--- config.mk ---
export PLATFORM = sky130hd
export DESIGN_NAME = mps_regs
export DESIGN_NICKNAME = d
export VERILOG_FILES = /design/src/core/mps_pkg.sv /design/src/core/mps_part_if.sv /design/src/core/mps_part_reg.sv /design/src/core/mps_regs.sv
export SDC_FILE = /design/constraint.sdc
export NUM_CORES = 1
export LEC_CHECK = 0
export ABC_CLOCK_PERIOD_IN_PS = 2100
export BUFFER_PORTS_ARGS = -buffer_cell sky130_fd_sc_hd__buf_2
export CORE_MARGIN = 1
export CORE_UTILIZATION = 37
export CTS_CLUSTER_DIAMETER = 40
export DETAILED_ROUTE_END_ITERATION = 10
export PLACE_DENSITY = 0.81
export SYNTH_ARGS = -nofsm -noshare
export SYNTH_HDL_FRONTEND = slang
export SYNTH_SLANG_ARGS = --single-unit
--- constraint.sdc ---
create_clock -name ref_clk -period 2.1 [get_ports ref_clk]
set_input_delay 0.315 -clock ref_clk [delete_from_list [all_inputs] [get_ports ref_clk]]
set_output_delay 0.315 -clock ref_clk [all_outputs]
set_load 0.03 [all_outputs]
--- src/core/mps_pkg.sv ---
// constants, types and register map of the memory partition size registers
// assumes an apb master on ref_clk with 32-bit data and word-aligned offsets
// ****************************************************************************
// Functional notes
// RL1 - nonzero bits 15..10 of user data base set user data region base in ram
// RL2 - bits 9..0 of user data base read zero and ignore writes
// RL3 - reset clears user data base, all ram goes to kernel data
// RL4 - software keeps user data base above kernel program base
// RL5 - software keeps user data base at or below data ram size
// RL6 - bits 31..16 of user data base always read zero
// RL7 - program flash size is a read-only static byte count, 16 to 256 KB
// RL8 - boot flash size is a read-only static byte count, 0xc00 for 3 KB
// RL9 - writes to read-only registers or bits change nothing, raise no error
// ****************************************************************************
package mps_pkg;
  localparam logic [11:0] MPS_OFF_USER_DATA_BASE = 12'h000;
  localparam logic [11:0] MPS_OFF_PROGRAM_FLASH_SIZE = 12'h004;
  localparam logic [11:0] MPS_OFF_BOOT_FLASH_SIZE = 12'h008;
  localparam logic [11:0] MPS_OFF_LIMIT_STATUS = 12'h00c;
  localparam int MPS_BASE_LSB = 10;
  localparam int MPS_BASE_MSB = 15;
  localparam logic [5:0] MPS_BASE_RESET = 6'h00;
  localparam logic [31:0] MPS_PROG_FLASH_16K = 32'h0000_4000;
  localparam logic [31:0] MPS_PROG_FLASH_32K = 32'h0000_8000;
  localparam logic [31:0] MPS_PROG_FLASH_64K = 32'h0001_0000;
  localparam logic [31:0] MPS_PROG_FLASH_128K = 32'h0002_0000;
  localparam logic [31:0] MPS_PROG_FLASH_256K = 32'h0004_0000;
  localparam logic [31:0] MPS_BOOT_FLASH_3K = 32'h0000_0c00;
  localparam int MPS_LIM_BELOW_KERNEL = 0;
  localparam int MPS_LIM_ABOVE_RAM = 1;
  localparam int MPS_LIM_USER_ON = 2;

  typedef enum logic [1:0] {
    MPS_APB_IDLE,
    MPS_APB_ACCESS
  } mps_apb_state_t;

  typedef struct packed {
    logic [5:0] base;
  } mps_part_state_t;

  typedef struct packed {
    mps_apb_state_t phase;
    logic [31:0] prdata;
    logic pready;
    logic pslverr;
    logic [31:0] user_base_addr;
    logic user_region_on;
    logic [2:0] limits;
  } mps_top_state_t;
endpackage

--- src/core/mps_part_if.sv ---
// carrier between the apb front and the partition register
// assumes one ref_clk domain
interface mps_part_if;
  logic wr;
  logic [5:0] wdata;
  logic [5:0] base;
  modport front (output wr, output wdata, input base);
  modport part (input wr, input wdata, output base);
endinterface

--- src/core/mps_part_reg.sv ---
// user data base partition register, 1 KB granular
// assumes write strobes from the apb front on ref_clk
module mps_part_reg
  import mps_pkg::*;
(
  // clock and reset
  input wire logic ref_clk,
  input wire logic reset,
  // carrier
  mps_part_if.part port_if
);
  mps_part_state_t state;
  mps_part_state_t next_state;

  always_comb begin
    next_state = state;
    if (port_if.wr) begin
      next_state.base = port_if.wdata; // RL1
    end
  end

  always_ff @(posedge ref_clk or posedge reset) begin
    if (reset) begin
      state.base <= MPS_BASE_RESET; // RL3
    end else begin
      state <= next_state;
    end
  end

  assign port_if.base = state.base;
endmodule

--- src/core/mps_regs.sv ---
// apb slave for the data ram partition and flash size registers
// assumes an apb master on ref_clk; the kernel base and ram size are inputs
module mps_regs
  import mps_pkg::*;
#(
  parameter logic [31:0] PROGRAM_FLASH_BYTES = MPS_PROG_FLASH_128K,
  parameter logic [31:0] BOOT_FLASH_BYTES = MPS_BOOT_FLASH_3K
) (
  // clock and reset
  input wire logic ref_clk,
  input wire logic reset,
  // apb slave
  input wire logic psel,
  input wire logic penable,
  input wire logic pwrite,
  input wire logic [11:0] paddr,
  input wire logic [31:0] pwdata,
  input wire logic [3:0] pstrb,
  output logic [31:0] prdata,
  output logic pready,
  output logic pslverr,
  // limits from the companion partition registers
  input wire logic [31:0] kernel_program_base_addr,
  input wire logic [31:0] data_ram_size,
  // partition outputs
  output logic [31:0] user_base_addr,
  output logic user_region_on,
  output logic [2:0] limits
);
  // ****************************************************************************
  // elaboration checks
  // ****************************************************************************
  // only the five listed byte counts are legal program flash sizes
  if (PROGRAM_FLASH_BYTES != MPS_PROG_FLASH_16K && PROGRAM_FLASH_BYTES != MPS_PROG_FLASH_32K &&
      PROGRAM_FLASH_BYTES != MPS_PROG_FLASH_64K && PROGRAM_FLASH_BYTES != MPS_PROG_FLASH_128K &&
      PROGRAM_FLASH_BYTES != MPS_PROG_FLASH_256K) begin
    $error("program flash size not supported");
  end

  // ****************************************************************************
  // address decode
  // ****************************************************************************
  function automatic logic is_reg(input logic [11:0] addr, input logic [11:0] off);
    is_reg = (addr == off);
  endfunction

  mps_part_if part_if ();
  mps_top_state_t state;
  mps_top_state_t next_state;
  logic [31:0] base_word;
  logic unmapped;

  mps_part_reg u_part (
    .ref_clk(ref_clk),
    .reset(reset),
    .port_if(part_if)
  );

  // bits 31..16 and 9..0 are tied low
  assign base_word = {16'h0000, part_if.base, 10'h000}; // RL2 RL6
  assign unmapped = !(is_reg(paddr, MPS_OFF_USER_DATA_BASE) ||
                      is_reg(paddr, MPS_OFF_PROGRAM_FLASH_SIZE) ||
                      is_reg(paddr, MPS_OFF_BOOT_FLASH_SIZE) ||
                      is_reg(paddr, MPS_OFF_LIMIT_STATUS));

  // ****************************************************************************
  // apb sequencing
  // ****************************************************************************
  always_comb begin
    next_state = state;
    next_state.pready = 1'b0;
    next_state.pslverr = 1'b0;
    part_if.wr = 1'b0;
    // only byte lane 1 (pstrb[1]) carries writable bits
    part_if.wdata = pwdata[MPS_BASE_MSB:MPS_BASE_LSB];
    case (state.phase)
      MPS_APB_IDLE: begin
        if (psel && !penable) begin
          next_state.phase = MPS_APB_ACCESS;
        end
      end
      MPS_APB_ACCESS: begin
        if (!state.pready) begin
          // answer one cycle into the access phase
          next_state.pready = 1'b1;
          next_state.pslverr = unmapped;
          if (pwrite && is_reg(paddr, MPS_OFF_USER_DATA_BASE) && pstrb[1]) begin
            part_if.wr = 1'b1; // RL1
          end
          // writes to other mapped registers are dropped silently
          next_state.prdata = 32'h0000_0000; // RL9
          if (!pwrite) begin
            if (is_reg(paddr, MPS_OFF_USER_DATA_BASE)) begin
              next_state.prdata = base_word; // RL6
            end else if (is_reg(paddr, MPS_OFF_PROGRAM_FLASH_SIZE)) begin
              next_state.prdata = PROGRAM_FLASH_BYTES; // RL7
            end else if (is_reg(paddr, MPS_OFF_BOOT_FLASH_SIZE)) begin
              next_state.prdata = BOOT_FLASH_BYTES; // RL8
            end else if (is_reg(paddr, MPS_OFF_LIMIT_STATUS)) begin
              next_state.prdata = {29'h0000_0000, state.limits};
            end
          end
        end else begin
          next_state.phase = MPS_APB_IDLE;
        end
      end
      default: begin
        next_state.phase = MPS_APB_IDLE;
      end
    endcase
    // zero base keeps all ram in kernel data
    next_state.user_region_on = (part_if.base != 6'h00); // RL1
    next_state.user_base_addr = base_word; // RL1
    // software limits are flagged only, never enforced
    next_state.limits[MPS_LIM_BELOW_KERNEL] = next_state.user_region_on &&
      (base_word <= kernel_program_base_addr); // RL4
    next_state.limits[MPS_LIM_ABOVE_RAM] = base_word > data_ram_size; // RL5
    next_state.limits[MPS_LIM_USER_ON] = next_state.user_region_on;
  end

  always_ff @(posedge ref_clk or posedge reset) begin
    if (reset) begin
      state.phase <= MPS_APB_IDLE;
      state.prdata <= 32'h0000_0000;
      state.pready <= 1'b0;
      state.pslverr <= 1'b0;
      state.user_base_addr <= 32'h0000_0000; // RL3
      state.user_region_on <= 1'b0;
      state.limits <= 3'h0;
    end else begin
      state <= next_state;
    end
  end

  assign prdata = state.prdata;
  assign pready = state.pready;
  assign pslverr = state.pslverr;
  assign user_base_addr = state.user_base_addr;
  assign user_region_on = state.user_region_on;
  assign limits = state.limits;
endmodule

Yosys cells after proc, flatten, opt, wreduce, memory -nomap -nowiden
Cells that the tools add are included.
{ "word_totals": {"ff_bits": 52, "output_inout_bits": 70, "word_cells": 44} }
{ "classes": {"order_cmp": 2, "n_eq_ne": 6, "muxes": 13, "bitwise": 1, "n_reduce_logical": 14} }
{ "ops": {"columns": ["cell", "n"], "rows": [
  ["32-bit 2-to-1 mux", 4],
  ["16-bit by 32-bit > comparator with 1-bit output", 1],
  ["16-bit by 32-bit <= comparator with 1-bit output", 1],
  ["12-bit by 4-bit equality test with 1-bit output (second input constant)", 2],
  ["12-bit by 3-bit equality test with 1-bit output (second input constant)", 1],
  ["12-bit zero test", 1],
  ["2-bit 2-to-1 mux", 4],
  ["6-bit nonzero test", 1],
  ["1-bit logical AND", 4],
  ["2-bit != test (second input constant)", 2],
  ["2-bit case mux with 2 select lines", 1],
  ["2-bit AND reduction", 2],
  ["1-bit logical OR", 3],
  ["1-bit 2-to-1 mux", 3],
  ["3-bit 2-to-1 mux", 1],
  ["2-bit by 1-bit equality test with 1-bit output (second input constant)", 1],
  ["1-bit zero test", 2],
  ["2-bit zero test", 1],
  ["1-bit inverter", 1]
]} }

Logic depth before layout (Yosys ltp)
Gate-level depths: netlist (run 1).
{ "depth": {"ltp_word": 7, "ltp_mapped": 6, "depth_no_buf": 6} }

Modules after synthesis
A second synthesis (run 1) with hierarchy kept.
{ "unflattened": {"hier_cells": 203, "area_unflattened_um2": 1984.4} }
{ "modules_own_cells": {"columns": ["module", "instances", "cells_per_inst", "area_per_inst_um2"], "rows": [
  ["mps_regs", 1, 189, 1729.2],
  ["mps_part_reg", 1, 14, 255.2]
]} }

Least setup slack after synthesis (run 1)
OpenSTA, ideal clock, no wires.
{ "synth_path": {"kind": "input to register", "start": "input paddr[9]", "end": "register, netlist name prdata[11]", "arrival_ps": 1882, "required_ps": 2024, "slack_ps": 141, "path_stages": 4, "n_path_buf": 0, "path_cell_list": "or4_4 or4_4 or4_1 o21ai_1"} }
{ "synth_via": {"elab_chain_len": 5} }
{ "synth_rtl": {"columns": ["element", "line_no", "rtl"], "rows": [
  ["from (decl)", "mps_regs.sv:16", "input wire logic [11:0] paddr,"],
  ["12-bit by 4-bit equality test with 1-bit output", "mps_regs.sv:44", "is_reg = (addr == off);"],
  ["32-bit 2-to-1 mux", "mps_regs.sv:97", "end else if (is_reg(paddr, MPS_OFF_BOOT_FLASH_SIZE)) begin"],
  ["32-bit 2-to-1 mux", "mps_regs.sv:95", "end else if (is_reg(paddr, MPS_OFF_PROGRAM_FLASH_SIZE)) begin"],
  ["32-bit 2-to-1 mux (*)", "mps_regs.sv:93", "if (is_reg(paddr, MPS_OFF_USER_DATA_BASE)) begin"],
  ["32-bit 2-to-1 mux (*)", "mps_regs.sv:92", "if (!pwrite) begin"]
]} }
Every way passes the cells marked *; elsewhere a longest branch is shown, timed or not.
A chain may end at the register's enable or synchronous reset.

Final worst setup path (run 1)
{ "layout_path": {"start": "input paddr[9]", "end": "register, netlist name prdata[11]"} }
{ "layout_via": {"elab_chain_len": 5} }
{ "layout_rtl": {"columns": ["element", "line_no"], "rows": [
  ["12-bit by 4-bit equality test with 1-bit output", "mps_regs.sv:44"],
  ["32-bit 2-to-1 mux", "mps_regs.sv:97"],
  ["32-bit 2-to-1 mux", "mps_regs.sv:95"],
  ["32-bit 2-to-1 mux (*)", "mps_regs.sv:93"],
  ["32-bit 2-to-1 mux (*)", "mps_regs.sv:92"]
]} }
Marks and branches as above.

==> run metrics, run 1 <==
CP dominant cell by count or4_4; Final nets ~420; clk slew on worst S/H paths around 0.09 ns; Hold Path Class in2async; fin util 47.7%; Tot Pwr 1.35 mW; final worst-path cycle share 86.4%; Crit path arrival time slightly above 2 ns; final hold violations 0; pwr/cell area 585 nW/um2; Hold Buf Count CTS 0; n_diodes 0; die footprint 5460 um2; Lkg Pwr 1.40 nW; Seq pwr share 42.4%; Syn Area/Cell 9.71 um2; CP max stage delay 0.54 ns; first-pass GRT wire length 5.86 mm; max-slew violation count 0; Async S/R FF share, synth 100%; # fillers roughly 460; max frequency 551 MHz; Post-route DRC 0; Starting Density 39.5%; Setup crit end kind flop; drt pass-1 iters 4; port buffer count 109; critical path, cell by cell buf_2 > or4_4 > or4_4 > or4_1 > o21ai_1; crit path max fanout 3; Post-Synthesis Cells between 150 and 200; antenna violations before repair 0; CTS tree yes; WP buf/inv 1; synth warn 0; CORE AREA around 4800 um2; busiest grt layer met2; Final min period roughly 1.8 ns; Die X-Extent 73.9 um; PnR worst setup slack between 0.2 and 0.3 ns; met2 usage 25.9%; Area growth syn-to-layout 20.9%; vias in the first global route 1,284; max cap viols 0; Startpoint Class input pin; required time worst endpoint 2.30 ns; GRT Overall Usage about 14%; Top-Level Pins 187; Place WS -0.000704 ns; CTS max path bufs 2; Clock Power Share between 30% and 40%; critical path class in2reg; Via-to-Cell Ratio 4.29; Int Power 0.928 mW; # Post-CTS Setup Buffers 0; initial drt markers 40; largest net degree at the start of global routing 29; CTS Sinks 28; Congestion Overflow GR 0; layout cells sized above 1 42.7%; slowest cell on the critical path or4_4; Comb pwr share a little over a quarter; Setup violations, final 0; status finished, final reports clean; worst skew pair latency 0.27 ns; post-DP HPWL 3.47 mm; sequential-to-total area share from yosys stat 36.6%; # resized after CTS 0; via count 1,546; Post-Route Skew 0.00670 ns; RSZ-0062 raised after global routing false; gpl congestion 0.731; Num CTS Buffers 3; DR WL/cell around 11 um; FF+latch count, synth 28; CP delay by family, top simple AND/OR/NAND/NOR gates; post-synth design cell area 1910 um2; ANT nets after route 0; Synth cell types 29; site row count 25; reg2reg setup slack 0.39 ns; Post-synth EDFFs 0; Die Height 73.9 um; Psw 0.425 mW; CTS root buf clkbuf_8; WL final 3.97 mm; H-Tree Depth 1; Net Sw Frac 31.4%; maximum vdd drop 0.375 mV; dominant synthesized flop cell dfrtp_1; M1 GR Usage 17.1%; met3 Track Usage GR about 2.6%
## worst register-to-register path: stages, from the launching register on
cell and delay [ns]:
dfrtp_1 0.38, nand2b_1 0.17, or4_4 0.52, or4_1 0.43
o21ai_1 0.14
## power by group through the flow
stage          Combinational, mW  Clock (mW)  Sequential, mW
2_1_floorplan              0.268           0           0.617
3_3_place_gp               0.361           0           0.584
3_5_place_dp               0.368           0           0.585
4_1_cts                    0.370       0.426           0.574
5_1_grt                    0.402       0.446           0.576
6_report                   0.365       0.414           0.573
## state kept, by name (all words and copies together), names as in the netlist
signal	flops
pready	1
u_part.port_if.base	6
pslverr	1
limits	3
prdata	10
user_base_addr	6
state	1
## cell families after synthesis
group,after synthesis,share of synthesized area (%)
buf+inv,82,29.2
simple gates,45,14.1
flops,28,36.6
compound gates,23,8.50
fa+ha+maj,12,7.85
mux,6,3.53
other cells,1,0.196
## cell usage in the layout (no fill, tap or decap), types with 2 or more instances in the layout
master,n
a21o_1,2
a21oi_1,5
a22o_1,7
buf_2,109
buf_4,4
clkbuf_8,3
conb_1,48
dfrtp_1,28
ha_1,12
inv_1,14
mux2_2,6
nand2_1,6
nand2b_1,2
nand4_1,5
nor2_1,9
nor4_1,10
nor4b_1,4
o21ai_1,2
or4_1,4
or4_4,2
## per-layer routing
metal	wire length (um)	part of all wire, %
met2	2000	50
met4	13	0.33
met1	1700	43
met5	0	0
met3	253	6.4
## final timing paths
kind | start | to | cells past startpoint
min in group ref_clk | penable | state[70] | 2
worst max register to register | pready | prdata[11] | 4
worst min-delay path | reset | prdata[14] | 3
worst max-delay path | paddr[9] | prdata[11] | 5
worst min register to register | prdata[17] | prdata[17] | 2
max in group asynchronous | reset | prdata[17] | 3
## cell usage after synthesis (all sizes together), types with 2 or more instances
cell     n  area [um2]
buf     67         503
dfrtp   28         701
inv     14        52.6
ha      12         150
nor4    10        62.6
nor2     9        33.8
a22o     7        61.3
mux2     6        67.6
nand2    6        22.5
or4      6        52.6
a21oi    5        25.0
nand4    5        31.3
nor4b    4        35.0
o21ai    3        15.0
a21o     2        15.0
nand2b   2        12.5
## final cells by class
class / count / area [um2] / share of cell area (%)
Inverter: 14 / 52.6 / 2.27
Tap cell: 67 / 83.8 / 3.62
Clock buffer: 3 / 41.3 / 1.78
Timing Repair Buffer: 113 / 576 / 24.9
Sequential cell: 28 / 701 / 30.3
Clock inverter: 1 / 30.0 / 1.30
Multi-Input combinational cell: 134 / 830 / 35.9
## metrics by stage
step	hold slack, ns	TNS [ns]	area, um2	instances
after floorplan	0.380	0	2090	244
after global placement	0.391	0	2240	356
after detailed placement	0.398	-0.000704	2240	356
after CTS	0.0974	0	2310	360
after global routing	0.129	0	2310	360
final	0.0879	0	2310	360
Power figures use the tool's default switching activity.
==> run 2, diff against run 1 <==
--- a/config.mk
+++ b/config.mk
@@ -5,13 +5,14 @@
 export SDC_FILE = /design/constraint.sdc
 export NUM_CORES = 1
 export LEC_CHECK = 0
-export ABC_CLOCK_PERIOD_IN_PS = 2100
+export ABC_AREA = 1
 export BUFFER_PORTS_ARGS = -buffer_cell sky130_fd_sc_hd__buf_2
 export CORE_MARGIN = 1
-export CORE_UTILIZATION = 37
+export CORE_UTILIZATION = 38
 export CTS_CLUSTER_DIAMETER = 40
 export DETAILED_ROUTE_END_ITERATION = 10
-export PLACE_DENSITY = 0.81
+export PLACE_DENSITY = 0.8
 export SYNTH_ARGS = -nofsm -noshare
 export SYNTH_HDL_FRONTEND = slang
+export SYNTH_HIERARCHICAL = 1
 export SYNTH_SLANG_ARGS = --single-unit
==> run metrics, run 2 <==
max frequency 691 MHz; most frequent cells in the layout buf_2, nand2_1, conb_1; Final nets 520; Net Sw Frac about a third; gpl congestion 0.806; port buffer count 109; maximum vdd drop 0.347 mV; max reg flops 10; Post-Route Skew just under 0.002 ns; post-synth top area share 32.7%; Synth area leaders dfrtp_1, buf_4, nand2_1, nor2_1, inv_1; DR WL/cell 9.48 um; CTS max path bufs 2; die footprint slightly below 6000 um2; Startpoint Class flop; dominant synthesized flop cell dfrtp_1; Setup violations, final 0; GRT Overall Usage 14.7%; most frequent cell after synthesis nand2_1; CP endpoint limits[0]; CP max stage delay roughly 0.46 ns; CORE AREA ~5300 um2; critical path launch point u_part/port_if.base[5]; clk slew on worst S/H paths ~0.090 ns; Via-to-Cell Ratio 4.07; Num CTS Buffers 3; Syn Area/Cell 7.24 um2; Starting Density 40.6%; CP dominant cell by count nand2_1; vias in the first global route 1,635; Setup crit end kind flop; Post-synth EDFFs 0; Async S/R FF share, synth 100%; CTS Sinks 28; worst skew pair latency 0.26 ns; CTS tree yes; Critical Path Stages 9; layout cells sized above 1 31.3%; Hold Path Class in2reg; reg2reg setup slack 0.65 ns; Slew headroom ~48%; Synth cell types 21; most common cell after layout, fill and taps aside buf_2; RSZ-0062 raised after global routing false; Seq pwr share 44.7%; Area growth syn-to-layout 17.5%; first-pass GRT wire length 7.13 mm; post-synth design cell area 2140 um2; drt pass-1 iters 4; most frequent cells after synthesis nand2_1, buf_4, nor2_1; required time worst endpoint roughly 2.3 ns; Comb pwr share 30.6%; TNS Setup 0 ns; Psw 0.451 mW; Int Power 0.841 mW; max cap viols 0; final worst-path cycle share 68.9%; initial drt markers 99; crit path max fanout 6; Largest Register prdata; slowest cell on the critical path dfrtp_1; CTS root buf clkbuf_8; site row count 26; critical path, cell by cell ha_1 > nand2_1 > nor2_1 > inv_1 > nor2_1 > nand2_1 > nand3_1 > nand2_1 > inv_1; Post-route DRC 0; antenna violations before repair 0; sequential-to-total area share from yosys stat 32.7%; status finished, final reports clean; WL final around 4.4 mm; critical path class reg2reg; via count 1,871; H-Tree Depth 1; Min Hold Slack 0.242 ns; Critical R2R Capture limits[0]; Congestion Overflow GR 0; cell taking the most area after synthesis dfrtp_1; # resized after CTS 0; final hold violations 0; Critical R2R Launch u_part/port_if.base[5]; Post-Synthesis Cells 296; Least-Margin Pin Slew 0.775 ns; FF+latch count, synth 28; Lkg Pwr about 1.6 nW; largest net degree at the start of global routing 23; ANT nets after route 0; Crit path arrival time 1.66 ns; biggest registers after layout prdata x10, u_part/port_if.base x6, user_base_addr x6; max-slew violation count 0; # Post-CTS Setup Buffers 0; post-DP HPWL about 3.8 mm; Die X-Extent 77.1 um; WP buf/inv 2; Top-Level Pins 187; n_diodes 0; Worst R2R Path Depth 9; Die Height 77.1 um; CP delay by family, top simple AND/OR/NAND/NOR gates; Final min period roughly 1.4 ns; synth warn 6; pwr/cell area 514 nW/um2; Clock Power Share between 20 and 25%
[run 2: area by class of cell]
class                   instances  area (um2)
repair buffers                111         563
fillers                       559        2750
well taps                      70        87.6
clock buffers                   4        55.1
multi-input cells             205         952
flip-flops and latches         28         701
inverters                      42         158
[run 2: worst register-to-register path: stages (launching register included)]
cell     delay (ns)
dfrtp_1        0.46
ha_1           0.32
nand2_1        0.07
nor2_1         0.14
inv_1          0.05
nor2_1         0.08
nand2_1        0.07
nand3_1        0.10
nand2_1        0.06
inv_1          0.04
[run 2: cell families after synthesis]
kind of cell	after synthesis	synth area share, %
and+or+nand+nor	131	25.6
buffers and inverters	110	31.1
DFF	28	32.7
AOI/OAI and AO/OA	14	3.45
adders and majority gates	12	7.01
other	1	0.175
[run 2: how the worst min path moves through the flow]
stage / start / endpoint / slack [ns] / depth (start not counted)
2_1_floorplan: reset / u_part/port_if.base[0] / 0.11 / 1
3_3_place_gp: reset / u_part/port_if.base[5] / 0.24 / 2
3_5_place_dp: reset / u_part/port_if.base[3] / 0.24 / 2
4_1_cts: pwdata[14] / u_part/port_if.base[4] / 0.24 / 3
5_1_grt: penable / state[70] / 0.24 / 2
6_report: penable / state[70] / 0.24 / 2
[run 2: what timing repair did]
action	CTS	global route
hold buffers	1	0
hold endpoints to repair	6	0
setup endpoints to repair	0	0
[run 2: through the flow]
step	instance area, um2	power [mW]	util [%]	setup slack (ns)	cells
global placement	2450	0.971	46.5	0.581	455
detailed placement	2450	0.985	46.5	0.578	455
floorplan	2320	0.932	-	0.552	343
CTS	2520	1.30	47.7	0.644	460
global route	2520	1.36	47.7	0.562	460
finish	2520	1.29	47.7	0.653	460
[run 2: per-layer routing]
metal	up-vias	global-route usage (%)	routed length [um]
met5	-	0	0
li1	970	-	-
met1	817	17.2	1710
met3	6	2.38	305
met4	0	5.09	65
met2	78	26.7	2280
[run 2: power groups by stage]
stage | Combinational (mW) | Sequential, mW | Clock, mW
2_1_floorplan | 0.311 | 0.621 | 0
3_3_place_gp | 0.384 | 0.588 | 0
3_5_place_dp | 0.396 | 0.589 | 0
4_1_cts | 0.398 | 0.578 | 0.322
5_1_grt | 0.436 | 0.580 | 0.345
6_report | 0.396 | 0.578 | 0.319
==> run 3, diff against run 2 <==
==> constraint.sdc (replaced) <==
create_clock -name ref_clk -period 1.5 [get_ports ref_clk]
set_input_delay 0.225 -clock ref_clk [delete_from_list [all_inputs] [get_ports ref_clk]]
set_output_delay 0.225 -clock ref_clk [all_outputs]
set_load 0.03 [all_outputs]
==> run metrics, run 3 (synthesized netlist as in run 2, its figures left out) <==
status finished, final reports clean; max cap viols 0; Layout Cells excl Fill 465; reg2reg setup slack about 0.083 ns; CTS tree yes; maximum vdd drop 0.414 mV; placed cells 458; hold_sp penable; required time worst endpoint 1.71 ns; Congestion Overflow GR 0; CTS root buf clkbuf_8; via count 1,878; design area 2550 um2; Critical R2R Launch u_part/port_if.base[3]; die footprint 5940 um2; Setup crit end kind flop; largest net degree at the start of global routing 23; CTS max path bufs 2; placed standard-cell area about 2500 um2; Die Height 77.1 um; crit path max fanout 6; Top-Level Pins 187; post-DP HPWL 3.76 mm; Num CTS Buffers 3; Worst R2R Path Depth 9; CP max stage delay 0.46 ns; final hold violations 0; critical path, cell by cell ha_1 > nand2_1 > nor2_1 > inv_1 > nor2_1 > nand2_1 > nand3_1 > nand2_1 > inv_1; GRT Overall Usage 14.4%; Hold Path Class in2reg; Place WS 0.0673 ns; PnR worst setup slack 0.0835 ns; biggest registers after layout prdata x10, u_part/port_if.base x6, user_base_addr x6; Setup violations, final 0; TNS Setup 0 ns; most frequent cells in the layout buf_2, nand2_1, conb_1; final worst-path cycle share 94.4%; most common cell after layout, fill and taps aside buf_2; Die X-Extent 77.1 um; CORE AREA 5270 um2; gpl congestion between 0.8 and 0.9; max-slew violation count 0; Largest Register prdata; CP dominant cell by count nand2_1; worst hold path depth 2; initial drt markers 65; Area growth syn-to-layout 19.3%; Lkg Pwr 1.61 nW; Critical R2R Capture limits[0]; Crit path arrival time 1.63 ns; slowest cell on the critical path dfrtp_1; Final nets 526; critical path class reg2reg; Post-Route Skew ~0.00080 ns; Post-route DRC 0; layout cells sized above 1 32.9%; DR WL/cell 9.67 um; clk slew on worst S/H paths 0.08 ns; pwr/cell area 686 nW/um2; WL final roughly 4.5 mm; site row count 26; hold worst-path end state[70]; ANT nets after route 0; Via-to-Cell Ratio 4.04; max reg flops 10; Starting Density 40.6%; drt pass-1 iters 5; max frequency around 710 MHz; port buffer count 109; worst skew pair latency 0.27 ns; Final min period around 1.4 ns; vias in the first global route 1,642; fin util between 40% and 50%; antenna violations before repair 0; n_diodes 0; first-pass GRT wire length 6.91 mm; Startpoint Class flop; H-Tree Depth 1; CTS Sinks 28
==> run 3: cell count changes in the layout (fill, tap and decap cells not counted) <==
cell / delta
buf_4: +6
clkbuf_8: -1
dfrtp_1: -2
dfrtp_2: +2
nor3_1: -1
nor3_2: +1
==> run 3: repair_timing <==
item                       in CTS  in global routing
hold buffers                    1                  0
resized for setup               0                  2
hold endpoints to repair       28                  0
setup endpoints to repair       0                  1
buffers inserted                0                  3
==> run 3: cell type report <==
| class | instances | area [um2] |
|---|---|---|
| timing repair buffer | 117 | 608 |
| multi-input combinational | 205 | 957 |
| tap | 70 | 87.6 |
| inverter | 42 | 158 |
| fill | 526 | 2720 |
| sequential | 28 | 703 |
| clock buffer | 3 | 41.3 |
==> run 3: per-stage QoR <==
stage               hold WS [ns]  power (mW)
finish                     0.142        1.75
global route               0.158        1.86
CTS                        0.148        1.76
detailed placement         0.155        1.38
global placement           0.154        1.36
floorplan                 0.0160        1.31
==> run 3: power by group <==
| part | switching (mW) | total [mW] | leakage (nW) | internal, mW |
|---|---|---|---|---|
| combinational | 0.400 | 0.557 | 1.21 | 0.157 |
| sequential | 0.0160 | 0.806 | 0.384 | 0.790 |
| clock | 0.209 | 0.389 | 0.0216 | 0.180 |
| total | 0.625 | 1.75 | 1.61 | 1.13 |
==> run 3: how the worst max path moves through the flow <==
stage               cells past startpoint              startpoint                     end  slack, ns
finish                                  9  u_part/port_if.base[3]               limits[0]       0.08
global route                            9  u_part/port_if.base[3]               limits[0]      -0.03
CTS                                     9  u_part/port_if.base[5]               limits[0]       0.05
detailed placement                      9  u_part/port_if.base[5]               limits[0]       0.07
global placement                        8  u_part/port_if.base[5]               limits[0]        0.1
floorplan                               6                  pready  u_part/port_if.base[3]       0.13
==> run 3: per-layer routing <==
| metal | part of all wire [%] | wire, um | track usage (%) |
|---|---|---|---|
| met3 | 7.7 | 345 | 2.98 |
| met2 | 49 | 2210 | 25.6 |
| met4 | 2.4 | 110 | 6.42 |
| met1 | 41 | 1830 | 16.5 |
| met5 | 0 | 0 | 0 |
==> run 3: critical path, delay by kind of cell (launching register included) <==
family / cells / cell delay, ns
and+or+nand+nor: 6 / 0.47
DFF: 1 / 0.46
buffers and inverters: 2 / 0.10
adders and majority gates: 1 / 0.34
